[config.mk]
export PLATFORM = sky130hd
export DESIGN_NAME = rsw_reset_supervisor_watchdog
export DESIGN_NICKNAME = d
export VERILOG_FILES = /design/src/hw/rsw_pkg.sv /design/src/hw/rsw_reset_supervisor_watchdog.sv
export SDC_FILE = /design/constraint.sdc
export NUM_CORES = 1
export LEC_CHECK = 0
export BUFFER_PORTS_ARGS = -buffer_cell sky130_fd_sc_hd__buf_2
export CAP_MARGIN = 25
export CELL_PAD_IN_SITES_DETAIL_PLACEMENT = 0
export CELL_PAD_IN_SITES_GLOBAL_PLACEMENT = 1
export CORE_AREA = 3 3 109 111
export CTS_CLUSTER_DIAMETER = 50
export DETAILED_ROUTE_END_ITERATION = 10
export DIE_AREA = 0 0 112 114
export PLACE_DENSITY = 0.79
export SLEW_MARGIN = 20
export SYNTH_ARGS = -nofsm -noshare
export SYNTH_HDL_FRONTEND = slang
export SYNTH_SLANG_ARGS = --single-unit
[constraint.sdc]
create_clock -name i_mclk -period 7.2 [get_ports i_mclk]
set_input_delay 0.36 -clock i_mclk [delete_from_list [all_inputs] [get_ports i_mclk]]
set_output_delay 0.36 -clock i_mclk [all_outputs]
set_load 0.005 [all_outputs]
[src/hw/rsw_pkg.sv]
package rsw_pkg;
  // ==========================================================
  // clock and timing
  localparam int unsigned CLK_HZ = 20_000_000;
  localparam int unsigned HOLD_DELAY_MS = 200;
  localparam int unsigned WATCHDOG_PERIOD_MS = 1600;
  localparam int unsigned HOLD_CYCLES = HOLD_DELAY_MS * (CLK_HZ / 1000);
  localparam int unsigned WD_CYCLES = WATCHDOG_PERIOD_MS * (CLK_HZ / 1000);
  localparam int unsigned DEBOUNCE_US = 100;
  localparam int unsigned DEBOUNCE_CYCLES = DEBOUNCE_US * (CLK_HZ / 1000000);
  localparam int CNT_W = 32;
  localparam int DB_W = 16;

  // ==========================================================
  // output styles
  typedef enum logic [1:0] {
    RSW_PUSH_PULL = 2'b00,
    RSW_OD_EXT = 2'b01,
    RSW_OD_INT = 2'b10
  } rsw_drive_e;

  // ==========================================================
  // hold sequencer states
  typedef enum logic [1:0] {
    RSW_ST_ACTIVE = 2'b00,
    RSW_ST_HOLD = 2'b01,
    RSW_ST_RUN = 2'b10
  } rsw_state_e;

  typedef struct packed {
    logic supply_low;
    logic manual;
    logic watchdog;
  } rsw_src_s;
endpackage

[src/hw/rsw_reset_supervisor_watchdog.sv]
`timescale 1ns/10ps
`default_nettype none
module rsw_reset_supervisor_watchdog #(
  parameter int unsigned HOLD_COUNT = rsw_pkg::HOLD_CYCLES,
  parameter int unsigned WD_COUNT = rsw_pkg::WD_CYCLES,
  parameter int unsigned DEBOUNCE_COUNT = rsw_pkg::DEBOUNCE_CYCLES,
  parameter rsw_pkg::rsw_drive_e DRIVE = rsw_pkg::RSW_PUSH_PULL
) (
  input wire logic i_mclk,
  input wire logic i_reset_n,
  input wire logic i_clk_en,
  input wire logic i_supply_low,
  input wire logic i_manual_reset_n,
  input wire logic i_watchdog_kick_in,
  output logic o_reset_out_n,
  output logic o_reset_out_n_oe_n,
  output logic o_pullup_en,
  output logic o_reset_out,
  output rsw_pkg::rsw_src_s o_sources
);
  import rsw_pkg::*;

  // ==========================================================
  // synchronisers
  logic [2:0] sync1_reg;
  logic [2:0] sync1_next;
  logic [2:0] sync2_reg;
  logic [2:0] sync2_next;
  logic supply_low_s;
  logic mr_raw_s;
  logic kick_s;

  always_comb begin
    sync1_next = sync1_reg;
    sync2_next = sync2_reg;
    if (i_clk_en) begin
      sync1_next = {i_watchdog_kick_in, i_manual_reset_n, i_supply_low};
      sync2_next = sync1_reg;
    end
  end

  always_ff @(posedge i_mclk or negedge i_reset_n) begin
    if (!i_reset_n) begin
      sync1_reg <= 3'h7;
      sync2_reg <= 3'h7;
    end else begin
      sync1_reg <= sync1_next;
      sync2_reg <= sync2_next;
    end
  end

  assign supply_low_s = sync2_reg[0];
  assign mr_raw_s = sync2_reg[1];
  assign kick_s = sync2_reg[2];

  // ==========================================================
  // manual reset debounce
  logic mr_n_reg;
  logic mr_n_next;
  logic [DB_W-1:0] db_cnt_reg;
  logic [DB_W-1:0] db_cnt_next;

  always_comb begin
    mr_n_next = mr_n_reg;
    db_cnt_next = db_cnt_reg;
    if (i_clk_en) begin
      if (mr_raw_s == mr_n_reg) begin
        db_cnt_next = '0;
      end else if (db_cnt_reg >= DB_W'(DEBOUNCE_COUNT - 1)) begin
        mr_n_next = mr_raw_s;
        db_cnt_next = '0;
      end else begin
        db_cnt_next = db_cnt_reg + DB_W'(1);
      end
    end
  end

  always_ff @(posedge i_mclk or negedge i_reset_n) begin
    if (!i_reset_n) begin
      mr_n_reg <= 1'b1;
      db_cnt_reg <= '0;
    end else begin
      mr_n_reg <= mr_n_next;
      db_cnt_reg <= db_cnt_next;
    end
  end

  // ==========================================================
  // kick edge detector
  logic kick_d_reg;
  logic kick_d_next;
  logic kick_edge;
  logic kick_fall;

  always_comb begin
    kick_d_next = kick_d_reg;
    kick_edge = 1'b0;
    kick_fall = 1'b0;
    if (i_clk_en) begin
      kick_d_next = kick_s;
      kick_edge = kick_s ^ kick_d_reg;
      kick_fall = kick_d_reg & ~kick_s;
    end
  end

  always_ff @(posedge i_mclk or negedge i_reset_n) begin
    if (!i_reset_n) begin
      kick_d_reg <= 1'b1;
    end else begin
      kick_d_reg <= kick_d_next;
    end
  end

  // ==========================================================
  // watchdog
  logic wd_en_reg;
  logic wd_en_next;
  logic wd_fire_reg;
  logic wd_fire_next;
  logic [CNT_W-1:0] wd_cnt_reg;
  logic [CNT_W-1:0] wd_cnt_next;
  logic reset_active;

  always_comb begin
    wd_en_next = wd_en_reg;
    wd_fire_next = 1'b0;
    wd_cnt_next = wd_cnt_reg;
    if (i_clk_en) begin
      if (!wd_en_reg) begin
        wd_cnt_next = '0;
        if (kick_fall && !reset_active) begin
          wd_en_next = 1'b1;
        end
      end else if (kick_edge) begin
        wd_cnt_next = '0;
      end else if (wd_cnt_reg >= CNT_W'(WD_COUNT - 1)) begin
        wd_fire_next = 1'b1;
        wd_en_next = 1'b0;
        wd_cnt_next = '0;
      end else begin
        wd_cnt_next = wd_cnt_reg + CNT_W'(1);
      end
      if (reset_active && !wd_fire_next) begin
        wd_en_next = 1'b0;
        wd_cnt_next = '0;
      end
    end else begin
      wd_fire_next = wd_fire_reg;
    end
  end

  always_ff @(posedge i_mclk or negedge i_reset_n) begin
    if (!i_reset_n) begin
      wd_en_reg <= 1'b0;
      wd_fire_reg <= 1'b0;
      wd_cnt_reg <= '0;
    end else begin
      wd_en_reg <= wd_en_next;
      wd_fire_reg <= wd_fire_next;
      wd_cnt_reg <= wd_cnt_next;
    end
  end

  // ==========================================================
  // hold sequencer
  rsw_state_e state_reg;
  rsw_state_e state_next;
  logic [CNT_W-1:0] hold_cnt_reg;
  logic [CNT_W-1:0] hold_cnt_next;
  logic any_src;

  // power-up enters through the reset state of the sequencer
  assign any_src = supply_low_s | ~mr_n_reg | wd_fire_reg;
  assign reset_active = (state_reg != RSW_ST_RUN);

  always_comb begin
    state_next = state_reg;
    hold_cnt_next = hold_cnt_reg;
    if (i_clk_en) begin
      case (state_reg)
        RSW_ST_ACTIVE: begin
          hold_cnt_next = '0;
          if (!any_src) begin
            state_next = RSW_ST_HOLD;
          end
        end
        RSW_ST_HOLD: begin
          if (any_src) begin
            state_next = RSW_ST_ACTIVE;
            hold_cnt_next = '0;
          end else if (hold_cnt_reg >= CNT_W'(HOLD_COUNT - 1)) begin
            state_next = RSW_ST_RUN;
          end else begin
            hold_cnt_next = hold_cnt_reg + CNT_W'(1);
          end
        end
        RSW_ST_RUN: begin
          hold_cnt_next = '0;
          if (any_src) begin
            state_next = RSW_ST_ACTIVE;
          end
        end
        default: begin
          state_next = RSW_ST_ACTIVE;
          hold_cnt_next = '0;
        end
      endcase
    end
  end

  always_ff @(posedge i_mclk or negedge i_reset_n) begin
    if (!i_reset_n) begin
      state_reg <= RSW_ST_ACTIVE;
      hold_cnt_reg <= '0;
    end else begin
      state_reg <= state_next;
      hold_cnt_reg <= hold_cnt_next;
    end
  end

  // ==========================================================
  // output drivers
  logic rst_n_next;
  logic oe_n_next;
  logic pu_next;
  logic rst_next;
  rsw_src_s src_next;

  always_comb begin
    rst_next = (state_next != RSW_ST_RUN);
    rst_n_next = ~rst_next;
    oe_n_next = 1'b0;
    pu_next = 1'b0;
    case (DRIVE)
      RSW_PUSH_PULL: begin
        oe_n_next = 1'b0;
      end
      RSW_OD_EXT: begin
        oe_n_next = ~rst_next;
      end
      RSW_OD_INT: begin
        oe_n_next = ~rst_next;
        pu_next = ~rst_next;
      end
      default: begin
        oe_n_next = 1'b0;
      end
    endcase
    if (!i_clk_en) begin
      rst_next = o_reset_out;
      rst_n_next = o_reset_out_n;
      oe_n_next = o_reset_out_n_oe_n;
      pu_next = o_pullup_en;
    end
    src_next = o_sources;
    if (i_clk_en) begin
      src_next.supply_low = supply_low_s;
      src_next.manual = ~mr_n_reg;
      src_next.watchdog = wd_fire_reg;
    end
  end

  // ==========================================================
  // output registers
  always_ff @(posedge i_mclk or negedge i_reset_n) begin
    if (!i_reset_n) begin
      o_reset_out_n <= 1'b0;
      o_reset_out_n_oe_n <= 1'b0;
      o_pullup_en <= 1'b0;
      o_reset_out <= 1'b1;
      o_sources <= '0;
    end else begin
      o_reset_out_n <= rst_n_next;
      o_reset_out_n_oe_n <= oe_n_next;
      o_pullup_en <= pu_next;
      o_reset_out <= rst_next;
      o_sources <= src_next;
    end
  end
endmodule
`default_nettype wire

# Word level (Yosys, flattened, before mapping)
# Cells that the tools add are included.
word_totals:
  regBits: 97
  inputBits: 6
  out_inout_bits: 7
  elab_cells: 68
op_classes:
  addsub: 3
  n_lt_le_gt_ge: 3
  n_eq_ne: 6
  muxes: 26
  bitwise_logic: 8
  n_reduce_logical: 7
op_table:
  columns: ["cell", "n"]
  rows:
  - ["32-bit 2-to-1 mux", 7]
  - ["32-bit by 1-bit adder with 32-bit output, second input constant", 2]
  - ["32-bit by 22-bit >= comparator with 1-bit output, second input constant", 1]
  - ["32-bit by 25-bit >= comparator with 1-bit output, second input constant", 1]
  - ["16-bit 2-to-1 mux", 2]
  - ["16-bit by 1-bit adder with 16-bit output, second input constant", 1]
  - ["16-bit by 11-bit >= comparator with 1-bit output, second input constant", 1]
  - ["1-bit 2-to-1 mux", 11]
  - ["2-bit 2-to-1 mux", 5]
  - ["2-bit case mux with 3 select lines", 1]
  - ["2-bit inequality test, second input constant", 2]
  - ["1-bit NOT", 4]
  - ["3-bit inequality test, second input constant", 1]
  - ["3-bit AND reduction", 1]
  - ["2-bit by 1-bit == test with 1-bit output, second input constant", 1]
  - ["2-bit == test, second input constant", 1]
  - ["1-bit logical AND", 2]
  - ["1-bit zero test", 2]
  - ["2-bit zero test", 1]
  - ["1-bit OR", 2]
  - ["2-bit AND reduction", 1]
  - ["1-bit AND", 1]
  - ["1-bit == test", 1]
  - ["1-bit XOR", 1]

# Longest topological paths before layout
# Gate-level depths: netlist of run 1.
logic_depth:
  word_depth: 8
  mapped_depth: 10

# Worst setup path before layout of run 1
# Ideal clock, no wire load.
synth_path:
  kind: "register -> register"
  startpoint: "reg sync2_reg[2]"
  endpoint: "reg wd_cnt_reg[11]"
  setup_time_ps: 82
  arrival_time_ps: 2360
  setup_slack_ps: 4758
  stages_incl_launch_ff: 10
  n_path_buf: 2
  period_less_slack_ps: 2442
  cell_sequence: "dfstp_2 inv_1 ha_1 nand2_1 or3_2 nor4_1 buf_2 buf_2 nand2_1 a31oi_1"
synth_between:
  elab_chain_cells: 8
synth_lines:
  columns: ["element", "line_no", "text"]
  rows:
  - ["from (decl)", "rsw_reset_supervisor_watchdog.sv:27", "logic [2:0] sync2_reg;"]
  - ["from (signal assigned)", "rsw_reset_supervisor_watchdog.sv:48", "sync2_reg <= sync2_next;"]
  - ["1-bit XOR (*)", "rsw_reset_supervisor_watchdog.sv:101", "kick_edge = kick_s ^ kick_d_reg;"]
  - ["1-bit 2-to-1 mux (*)", "rsw_reset_supervisor_watchdog.sv:99", "if (i_clk_en) begin"]
  - ["1-bit 2-to-1 mux", "rsw_reset_supervisor_watchdog.sv:134", "end else if (kick_edge) begin"]
  - ["1-bit 2-to-1 mux", "rsw_reset_supervisor_watchdog.sv:129", "if (!wd_en_reg) begin"]
  - ["1-bit 2-to-1 mux", "rsw_reset_supervisor_watchdog.sv:128", "if (i_clk_en) begin"]
  - ["1-bit zero test", "rsw_reset_supervisor_watchdog.sv:143", "if (reset_active && !wd_fire_next) begin"]
  - ["1-bit logical AND", "rsw_reset_supervisor_watchdog.sv:143", null]
  - ["32-bit 2-to-1 mux (*)", "rsw_reset_supervisor_watchdog.sv:143", null]
  - ["to (signal assigned)", "rsw_reset_supervisor_watchdog.sv:160", "wd_cnt_reg <= wd_cnt_next;"]
  - ["to (decl)", "rsw_reset_supervisor_watchdog.sv:120", "logic [CNT_W-1:0] wd_cnt_reg;"]
# Every way passes the cells marked *; elsewhere a longest branch is shown, timed or not. The select of a mux whose other input is x is not followed.
# A chain may end at the register's enable or synchronous reset.

# Worst setup path in the final report of run 1
layout_path:
  startpoint: "reg wd_cnt_reg[0]"
  endpoint: "reg wd_cnt_reg[10]"
layout_between:
  elab_chain_cells: 8
layout_lines:
  columns: ["element", "line_no", "text"]
  rows:
  - ["32-bit by 25-bit >= comparator with 1-bit output", "rsw_reset_supervisor_watchdog.sv:136", "end else if (wd_cnt_reg >= CNT_W'(WD_COUNT - 1)) begin"]
  - ["1-bit 2-to-1 mux", "rsw_reset_supervisor_watchdog.sv:136", null]
  - ["1-bit 2-to-1 mux", "rsw_reset_supervisor_watchdog.sv:134", null]
  - ["1-bit 2-to-1 mux", "rsw_reset_supervisor_watchdog.sv:129", null]
  - ["1-bit 2-to-1 mux", "rsw_reset_supervisor_watchdog.sv:128", null]
  - ["1-bit zero test", "rsw_reset_supervisor_watchdog.sv:143", null]
  - ["1-bit logical AND", "rsw_reset_supervisor_watchdog.sv:143", null]
  - ["32-bit 2-to-1 mux (*)", "rsw_reset_supervisor_watchdog.sv:143", null]
# Marks and branches as above.

==> results.tsv, run 1 <==
stage	metric	value	unit
outcome	status	finished clean	
placement	DP HPWL	6479	µm
global_route	GRT met3 Usage	4.615	%
cts	root buffer cell	clkbuf_8	
synthesis	post-synthesis register bit count	97	
floorplan	num rows	38	
setup_path	CP max FO	16	
cts	Clock Tree Buf Depth	2	
cts	level count of the clock H-tree	3	
setup_path	Reg2Reg Setup Slack	4.48	ns
global_route	antenna violations before repair	0	
detailed_routing	First-pass DRT Iterations	4	
final_layout	Layout Utilization	47.23	%
setup_path	CP Class	flop to flop	
setup_path	worst path required time	7.47	ns
floorplan	io pins	13	
power_and_ir_drop	Max VDD drop	0.1455	mV
synthesis	top cell type's share of synthesized area	46.04	%
floorplan	Initial Utilization	43.93	%
final_layout	fin nets	496	
flow_run	MaxCap Viol Count	0	
power_and_ir_drop	Pwr Density	192.1	mW/mm²
global_route	pin count of the biggest net entering global routing	67	
detailed_routing	mean number of vias per cell	5.876	
floorplan	CORE AREA	0.01089	mm²
global_route	first-pass GRT wire length	17710	µm
placement	IO buf count	10	
synthesis	warnings from Yosys	0	
cts	CTS clk-pin slew, worst paths	0.09	ns
final_layout	layout cells sized above 1	13.44	%
sta	TNS Setup	0	ns
sta	RSZ-0062 raised after global routing	false	
global_route	Overflow after GRT	0	
cts	cts bufs inserted	9	
sta	minimum clock period	2.720	ns
detailed_routing	Vias	3708	
global_route	GRT Overall Usage	16.91	%
synthesis	area leader, netlist	dfrtp_1	
synthesis	Synth Cell Area	0.004783	mm²
detailed_routing	DRT antenna net count	0	
global_route	GR met1 Demand/Resource	23.49	%
sta	Clock Skew	0.009202	ns
synthesis	ranking of synthesized cells by area	dfrtp_1, o21ai_0, dfstp_2	
synthesis	post-synthesis cell type count	57	
sta	Slew HR	55.42	%
synthesis	Synth Flop Type	dfrtp_1	
final_layout	area delta synth->final	7.507	%
global_route	met2 Usage GRT	26.22	%
setup_path	crit-path cells	ha_1 > and4_1 > nand3_1 > a2111oi_4 > or3_1 > o21ai_0 > mux2_2	
synthesis	gate count of the mapped netlist	482	
sta	slew at the pin closest to its max-slew limit	0.6688	ns
floorplan	die area	0.01277	mm²
synthesis	Post-synth EDFFs	0	
final_layout	most frequent cells in the layout	dfrtp_1, o21ai_0, nand2_1, a21oi_1, nor2b_1	
sta	final hold slack	0.2124	ns
min_path	Hold Crit Class	input pin to flop	
placement	RePlAce Congestion	0.7247	
cts	PostCTS Resize Cnt	0	
sta	Tcrit/Tclk final	37.78	%
global_route	gr busiest metal	met2	
synthesis	Async SR Flop Fraction	100.0	%
sta	Max Slew Vio Count	0	
final_layout	commonest non-fill, non-tap cell in the layout	dfrtp_1	
cts	clock latency on the worst-skew pair	0.38	ns
global_route	vias in the first global route	3661	
detailed_routing	initial DRC count	137	
detailed_routing	# DRC	0	
detailed_routing	final WL	9965	µm
cts	CTS tree	built	
synthesis	sequential area share after synthesis	50.98	%
setup_path	Buffers & Inverters on Critical Path	0	
cts	CTS Sinks	97	
setup_path	CP max stage delay	0.56	ns
setup_path	CP startpoint kind	flop	
setup_path	cell family with most CP delay	simple AND/OR/NAND/NOR gates	
sta	Max Fclk	367.7	MHz
setup_path	Setup crit end kind	flop	
sta	Final setup viols	0	
final_layout	ANT cells	0	
floorplan	Die H	114	µm
synthesis	Syn Area/Cell	9.924	µm²
power_and_ir_drop	leakage	0.002240	µW
setup_path	slowest CP cell	or3_1	
setup_path	Crit path arrival time	2.99	ns
sta	Final Hold Viols	0	
floorplan	die width	112	µm
detailed_routing	wire per inst	15.79	µm
[Yosys cell counts (3+ instances only)]
library cell  instances
a41oi_1               4
ha_1                  4
dfrtp_1              88
nand2_1              34
inv_1                13
nand2b_1              9
xor2_1                5
nand4_1              15
nor2b_1              25
and4_1                5
nor3b_1               3
buf_4                 3
nand3_1              24
nor2_1               19
and3_1               18
or3_1                 3
nor3_1                9
nor4_1               10
mux2_2               11
clkbuf_1             19
a31oi_1              19
a21o_1               11
o31ai_1               7
o21ai_0              48
a21oi_1              25
dfstp_2               9
[routing by layer]
| metal | vias to the layer above | share of wire (%) |
|---|---|---|
| met4 | 0 | 1.2 |
| li1 | 1768 | - |
| met5 | - | 0 |
| met3 | 9 | 4.5 |
| met2 | 85 | 46 |
| met1 | 1846 | 49 |
[cells by family after synthesis]
kind of cell	Yosys count	synth area share, %
simple gates	187	21.95
fa+ha+maj	4	1.046
compound gates	135	18.07
xor+xnor	6	1.099
flops	97	50.98
mux	12	2.799
other cells	1	0.07840
buf+inv	40	3.976
[path summary, 6_finish.rpt]
| check | startpoint | to | depth (start not counted) |
|---|---|---|---|
| worst max-delay path | wd_cnt_reg[0] | wd_cnt_reg[10] | 7 |
| worst min-delay path | i_manual_reset_n | sync1_reg[1] | 2 |
| worst max register to register | wd_cnt_reg[0] | wd_cnt_reg[10] | 7 |
| worst min register to register | db_cnt_reg[9] | db_cnt_reg[9] | 1 |
| max in group asynchronous | i_reset_n | db_cnt_reg[11] | 3 |
| min in group asynchronous | i_reset_n | hold_cnt_reg[25] | 2 |
[layout make-up]
cell class	count	area, µm²
multi-input cells	346	2165
clock inverters	5	63.81
inverters	13	48.80
repair buffers	19	120.1
fillers	1029	5746
well taps	140	175.2
clock buffers	11	131.4
flip-flops and latches	97	2439
[metrics by stage]
stage,instance area [µm²],total power (µW),std cells,setup slack (ns)
2_1_floorplan,4787,615.0,483,4.758
3_3_place_gp,4925,636.8,612,4.359
3_5_place_dp,4925,639.9,612,4.247
4_1_cts,5130,1004,629,4.484
5_1_grt,5142,1033,631,4.200
6_report,5142,987.8,631,4.480
[power by group]
| part | internal, µW | switching (µW) |
|---|---|---|
| sequential | 561 | 9.14 |
| combinational | 20.6 | 37.5 |
| clock | 165 | 195 |
| total | 746 | 242 |
[what timing repair did]
action,in CTS,in global routing
hold endpoints to repair,43,0
setup buffers,0,0
hold buffers,1,0
Power figures use the tool's default switching activity.
==> inputs of run 2 (changes only) <==
--- a/config.mk
+++ b/config.mk
@@ -13,7 +13,7 @@
 export CTS_CLUSTER_DIAMETER = 50
 export DETAILED_ROUTE_END_ITERATION = 10
 export DIE_AREA = 0 0 112 114
-export PLACE_DENSITY = 0.79
+export PLACE_DENSITY = 0.81
 export SLEW_MARGIN = 20
 export SYNTH_ARGS = -nofsm -noshare
 export SYNTH_HDL_FRONTEND = slang
==> constraint.sdc (replaced) <==
create_clock -name i_mclk -period 2.5 [get_ports i_mclk]
set_input_delay 0.125 -clock i_mclk [delete_from_list [all_inputs] [get_ports i_mclk]]
set_output_delay 0.125 -clock i_mclk [all_outputs]
set_load 0.005 [all_outputs]
==> results.tsv, run 2 (synthesized netlist as in run 1, its figures left out) <==
stage	metric	value	unit	change
setup_path	worst path required time	2.81	ns	-4.66 ns
setup_path	CP Class	flop to flop		
power_and_ir_drop	Power Total	2840	µW	+190%
min_path	Hold Crit Class	input pin to flop		
min_path	hold_sp	i_manual_reset_n		
final_layout	Fillers	1020		-0.87%
floorplan	Die H	114	µm	unchanged
sta	minimum clock period	2.384	ns	-0.3361 ns
sta	Max Fclk	419.5	MHz	+14%
sta	Max Slew Vio Count	0		unchanged
floorplan	Initial Utilization	43.93	%	unchanged
floorplan	die width	112	µm	unchanged
cts	level count of the clock H-tree	3		unchanged
sta	RSZ-0062 raised after global routing	false		
detailed_routing	final WL	10160	µm	+1.9%
sta	Final setup viols	0		unchanged
min_path	Worst Hold Depth	2		unchanged
sta	final hold slack	0.008069	ns	-0.2044 ns
sta	Tcrit/Tclk final	95.35	%	+58 points
detailed_routing	# DRC	0		unchanged
cts	CTS tree	built		
power_and_ir_drop	leakage	0.002360	µW	+5.3%
final_layout	most frequent cells in the layout	dfrtp_1, o21ai_0, nand2_1, a21oi_1, nor2b_1		
setup_path	R2R Path End	wd_cnt_reg[15]		
min_path	Worst Hold End	sync1_reg[1]		
detailed_routing	wire per inst	15.58	µm	-1.4%
sta	Final Hold Viols	0		unchanged
setup_path	CP max FO	11		-5
detailed_routing	First-pass DRT Iterations	4		unchanged
global_route	GRT Overall Usage	16.47	%	-0.44 points
sta	Slew HR	60.58	%	+5.2 points
setup_path	r2r worst-path depth	7		unchanged
setup_path	Setup crit end kind	flop		
final_layout	area delta synth->final	12.14	%	
cts	CTS clk-pin slew, worst paths	0.09	ns	about the same
cts	cts bufs inserted	9		unchanged
outcome	status	finished clean		
cts	clock latency on the worst-skew pair	0.36	ns	-0.02 ns
cts	Clock Tree Buf Depth	2		unchanged
detailed_routing	routed metal-1 wire length	4955	µm	+2.3%
placement	RePlAce Congestion	0.8073		+11%
detailed_routing	wire length on met3	398	µm	-10%
sta	Clock Skew	0.006741	ns	-0.002462 ns
global_route	antenna violations before repair	0		unchanged
floorplan	num rows	38		unchanged
final_layout	layout cells sized above 1	16.80	%	+3.4 points
global_route	pin count of the biggest net entering global routing	59		-12%
final_layout	commonest non-fill, non-tap cell in the layout	dfrtp_1		
floorplan	die area	0.01277	mm²	unchanged
power_and_ir_drop	Max VDD drop	0.4485	mV	+210%
cts	root buffer cell	clkbuf_8		
setup_path	Crit path arrival time	2.69	ns	-0.30 ns
detailed_routing	top sig layer	met4		
detailed_routing	DR WL met2	4691	µm	+2.9%
detailed_routing	DRT antenna net count	0		unchanged
placement	DP HPWL	6538	µm	+0.92%
sta	TNS Setup	0	ns	unchanged
floorplan	CORE AREA	0.01089	mm²	unchanged
placement	IO buf count	10		unchanged
sta	slew at the pin closest to its max-slew limit	0.5913	ns	-0.07747 ns
detailed_routing	Vias	3741		+0.89%
detailed_routing	mean number of vias per cell	5.738		-2.4%
global_route	first-pass GRT wire length	17450	µm	-1.5%
flow_run	MaxCap Viol Count	0		unchanged
setup_path	CP startpoint kind	flop		
final_layout	ANT cells	0		unchanged
cts	CTS Sinks	97		unchanged
setup_path	Reg2Reg Setup Slack	0.12	ns	-4.36 ns
global_route	Overflow after GRT	0		unchanged
floorplan	io pins	13		unchanged
setup_path	r2r startpoint	wd_cnt_reg[17]		
power_and_ir_drop	Pwr Density	529.5	mW/mm²	+180%
final_layout	fin nets	517		+4.2%
detailed_routing	initial DRC count	174		+27%
global_route	vias in the first global route	3643		-0.49%
==> run 2: cell count changes in the layout (fill, tap and decap cells not counted), moves of 2 or more <==
| cell | before | now |
|---|---|---|
| buf_4 | 8 | 23 |
| or3_4 | 0 | 2 |
| buf_12 | 0 | 2 |
| dlygate4sd3_1 | 1 | 3 |
| buf_6 | 0 | 3 |
==> run 2: timing repair <==
item                                    in CTS  in global routing
resized for setup                            1                  9
endpoints found under the setup margin       2                 14
cloned                                       0                  2
hold buffers                                 3                  0
pin swaps                                    0                  2
buffers inserted                             0                  1
endpoints found under the hold margin       27                  0
==> run 2: power by group <==
| part | leakage [µW] | internal (µW) | switching [µW] |
|---|---|---|---|
| logic | 0.000951 | 67.1 | 110 |
| registers | 0.00131 | 1620 | 26.8 |
| clock network | 0.0000936 | 491 | 531 |
| total | 0.00236 | 2170 | 667 |
==> run 2: per-layer routing <==
layer / global-route usage (%) / up-vias
met1: 23.30 / 1861
met4: 5.288 / 0
met2: 26.02 / 54
li1: - / 1819
met5: 0 / -
met3: 2.865 / 7
==> run 2: worst max-delay path by stage <==
| stage | start | end | slack, ns | cells after the start |
|---|---|---|---|---|
| 2_1_floorplan | sync2_reg[2] | wd_cnt_reg[11] | 0.06 | 9 |
| 3_3_place_gp | sync2_reg[2] | wd_cnt_reg[15] | 0.06 | 8 |
| 3_5_place_dp | sync2_reg[2] | wd_cnt_reg[15] | 0.01 | 8 |
| 4_1_cts | sync2_reg[2] | wd_cnt_reg[12] | 0.06 | 9 |
| 5_1_grt | hold_cnt_reg[17] | o_reset_out | 0.008 | 7 |
| 6_report | wd_cnt_reg[17] | wd_cnt_reg[15] | 0.12 | 7 |
==> run 2: worst max-delay path: stages (launching register included) <==
cell,delay [ns]
dfrtp_1,0.40
or4_4,0.56
nor3b_1,0.20
or2_4,0.28
or3_4,0.40
buf_4,0.18
o21ai_0,0.18
a21o_1,0.13
==> run 2: area by class of cell <==
| type | count | area [µm²] | share of cell area (%) |
|---|---|---|---|
| Sequential cell | 97 | 2439 | 45.46 |
| Timing Repair Buffer | 40 | 321.6 | 5.995 |
| Inverter | 13 | 48.80 | 0.9097 |
| Tap cell | 140 | 175.2 | 3.266 |
| Multi-Input combinational cell | 346 | 2188 | 40.80 |
| Clock buffer | 13 | 148.9 | 2.776 |
| Clock inverter | 3 | 42.54 | 0.7931 |
==> run 2: through the flow <==
step / utilization (%) / cells / instance area (µm²) / setup WS (ns)
finish: 49.26 / 652 / 5364 / 0.1163
global route: 49.26 / 652 / 5364 / 0.007549
CTS: 48.71 / 648 / 5304 / 0.05542
detailed placement: 46.63 / 629 / 5077 / 0.01125
global placement: 46.63 / 629 / 5077 / 0.05543
floorplan: - / 483 / 4787 / 0.05803
==> inputs of run 3 (changes only) <==
--- a/config.mk
+++ b/config.mk
@@ -13,6 +13,7 @@
 export CTS_CLUSTER_DIAMETER = 50
 export DETAILED_ROUTE_END_ITERATION = 10
 export DIE_AREA = 0 0 112 114
+export HOLD_SLACK_MARGIN = 0.03
 export PLACE_DENSITY = 0.81
 export SLEW_MARGIN = 20
 export SYNTH_ARGS = -nofsm -noshare
==> results.tsv, run 3 (synthesized netlist as in run 1, its figures left out) <==
stage	metric	value	unit	change
setup_path	r2r worst-path depth	7		unchanged
cts	root buffer cell	clkbuf_8		
global_route	antenna violations before repair	0		unchanged
sta	TNS Setup	0	ns	unchanged
power_and_ir_drop	leakage	0.002364	µW	+0.18%
detailed_routing	wire per inst	15.55	µm	-0.21%
placement	DP Area	0.005077	mm²	unchanged
sta	Clock Skew	0.007157	ns	+0.0004165 ns
cts	cts bufs inserted	9		unchanged
placement	RePlAce Congestion	0.8073		unchanged
sta	RSZ-0062 raised after global routing	false		
sta	Slew HR	60.32	%	-0.26 points
floorplan	die area	0.01277	mm²	unchanged
global_route	pin count of the biggest net entering global routing	59		unchanged
power_and_ir_drop	Pwr Density	528.5	mW/mm²	-0.19%
final_layout	fin nets	518		+0.19%
sta	Tcrit/Tclk final	95.32	%	about the same
detailed_routing	final WL	10150	µm	about the same
floorplan	die width	112	µm	unchanged
final_layout	design area	0.005374	mm²	+0.19%
setup_path	CP Class	flop to flop		
detailed_routing	DRT antenna net count	0		unchanged
setup_path	worst path required time	2.81	ns	about the same
detailed_routing	initial DRC count	166		-4.6%
setup_path	CP max FO	11		unchanged
detailed_routing	mean number of vias per cell	5.734		about the same
sta	Max Slew Vio Count	0		unchanged
sta	minimum clock period	2.383	ns	-0.0006070 ns
final_layout	area delta synth->final	12.35	%	
global_route	vias in the first global route	3649		+0.16%
sta	Final setup viols	0		unchanged
global_route	GRT Overall Usage	16.50	%	+0.023 points
sta	Max Fclk	419.6	MHz	about the same
setup_path	Crit path arrival time	2.69	ns	about the same
floorplan	num rows	38		unchanged
setup_path	Setup crit end kind	flop		
floorplan	io pins	13		unchanged
final_layout	most frequent cells in the layout	dfrtp_1, o21ai_0, nand2_1, a21oi_1, nor2b_1		
global_route	first-pass GRT wire length	17470	µm	+0.11%
final_layout	layout cells sized above 1	16.76	%	-0.033 points
flow_run	MaxCap Viol Count	0		unchanged
cts	CTS tree	built		
power_and_ir_drop	Power Total	2840	µW	about the same
power_and_ir_drop	Max VDD drop	0.4486	mV	about the same
setup_path	CP startpoint kind	flop		
sta	Final Hold Viols	0		unchanged
cts	level count of the clock H-tree	3		unchanged
final_layout	commonest non-fill, non-tap cell in the layout	dfrtp_1		
cts	CTS Sinks	97		unchanged
min_path	Hold Crit Class	input pin to flop		
sta	slew at the pin closest to its max-slew limit	0.5952	ns	+0.003941 ns
floorplan	Die H	114	µm	unchanged
floorplan	Initial Utilization	43.93	%	unchanged
global_route	Overflow after GRT	0		unchanged
placement	DP HPWL	6538	µm	unchanged
placement	IO buf count	10		unchanged
detailed_routing	Vias	3744		+0.080%
detailed_routing	First-pass DRT Iterations	4		unchanged
final_layout	ANT cells	0		unchanged
outcome	status	finished clean		
sta	final hold slack	0.1126	ns	+0.1045 ns
cts	Clock Tree Buf Depth	2		unchanged
floorplan	CORE AREA	0.01089	mm²	unchanged
cts	CTS clk-pin slew, worst paths	0.09	ns	about the same
cts	clock latency on the worst-skew pair	0.36	ns	about the same
detailed_routing	# DRC	0		unchanged
min_path	Worst Hold Depth	2		unchanged
[run 3: through the flow]
stage | worst slack (ns) | instances | utilization (%)
finish | 0.1169 | 653 | 49.36
global route | 0.007549 | 653 | 49.36
CTS | 0.05542 | 649 | 48.80
detailed placement | 0.01125 | 629 | 46.63
global placement | 0.05543 | 629 | 46.63
floorplan | 0.05803 | 483 | -
[run 3: what timing repair did]
item                                   CTS  global route
hold buffers                             4             0
pin swaps                                0             2
resized for setup                        1             9
endpoints found under the hold margin   32             0
cloned                                   0             2
buffers inserted                         0             1
setup endpoints to repair                2            14
[run 3: metal layers]
metal	routed length [µm]	track usage (%)	part of all wire, %	vias up
met1	4941	23.30	49	1855
li1	-	-	-	1824
met2	4684	26.10	46	58
met4	115	5.288	1.1	0
met5	0	0	0	-
met3	409	2.865	4.0	7
[run 3: final timing paths]
check | startpoint | slack, ns | endpoint
min reg2reg | db_cnt_reg[9] | 0.49 | db_cnt_reg[9]
max in group asynchronous | i_reset_n | 1.49 | sync2_reg[1]
min in group asynchronous | i_reset_n | 0.25 | hold_cnt_reg[25]
max reg2reg | wd_cnt_reg[17] | 0.12 | wd_cnt_reg[15]
max | wd_cnt_reg[17] | 0.12 | wd_cnt_reg[15]
min | i_clk_en | 0.11 | o_reset_out
[run 3: critical path, cell delays in order, from the launching register on]
cell and delay [ns]:
dfrtp_1 0.40, or4_4 0.56, nor3b_1 0.20, or2_4 0.28, or3_4 0.40, buf_4 0.18, o21ai_0 0.18, a21o_1 0.13
[run 3: layout make-up]
cell class	count	area, µm²
fillers	1018	5514
repair buffers	41	331.6
well taps	140	175.2
clock inverters	3	42.54
multi-input cells	346	2188
clock buffers	13	148.9
inverters	13	48.80
flip-flops and latches	97	2439
[run 3: where the power goes]
| group | switching, µW | total [µW] | internal [µW] |
|---|---|---|---|
| sequential | 26.9 | 1640 | 1620 |
| clock | 529 | 1020 | 491 |
| combinational | 110 | 178 | 68.1 |
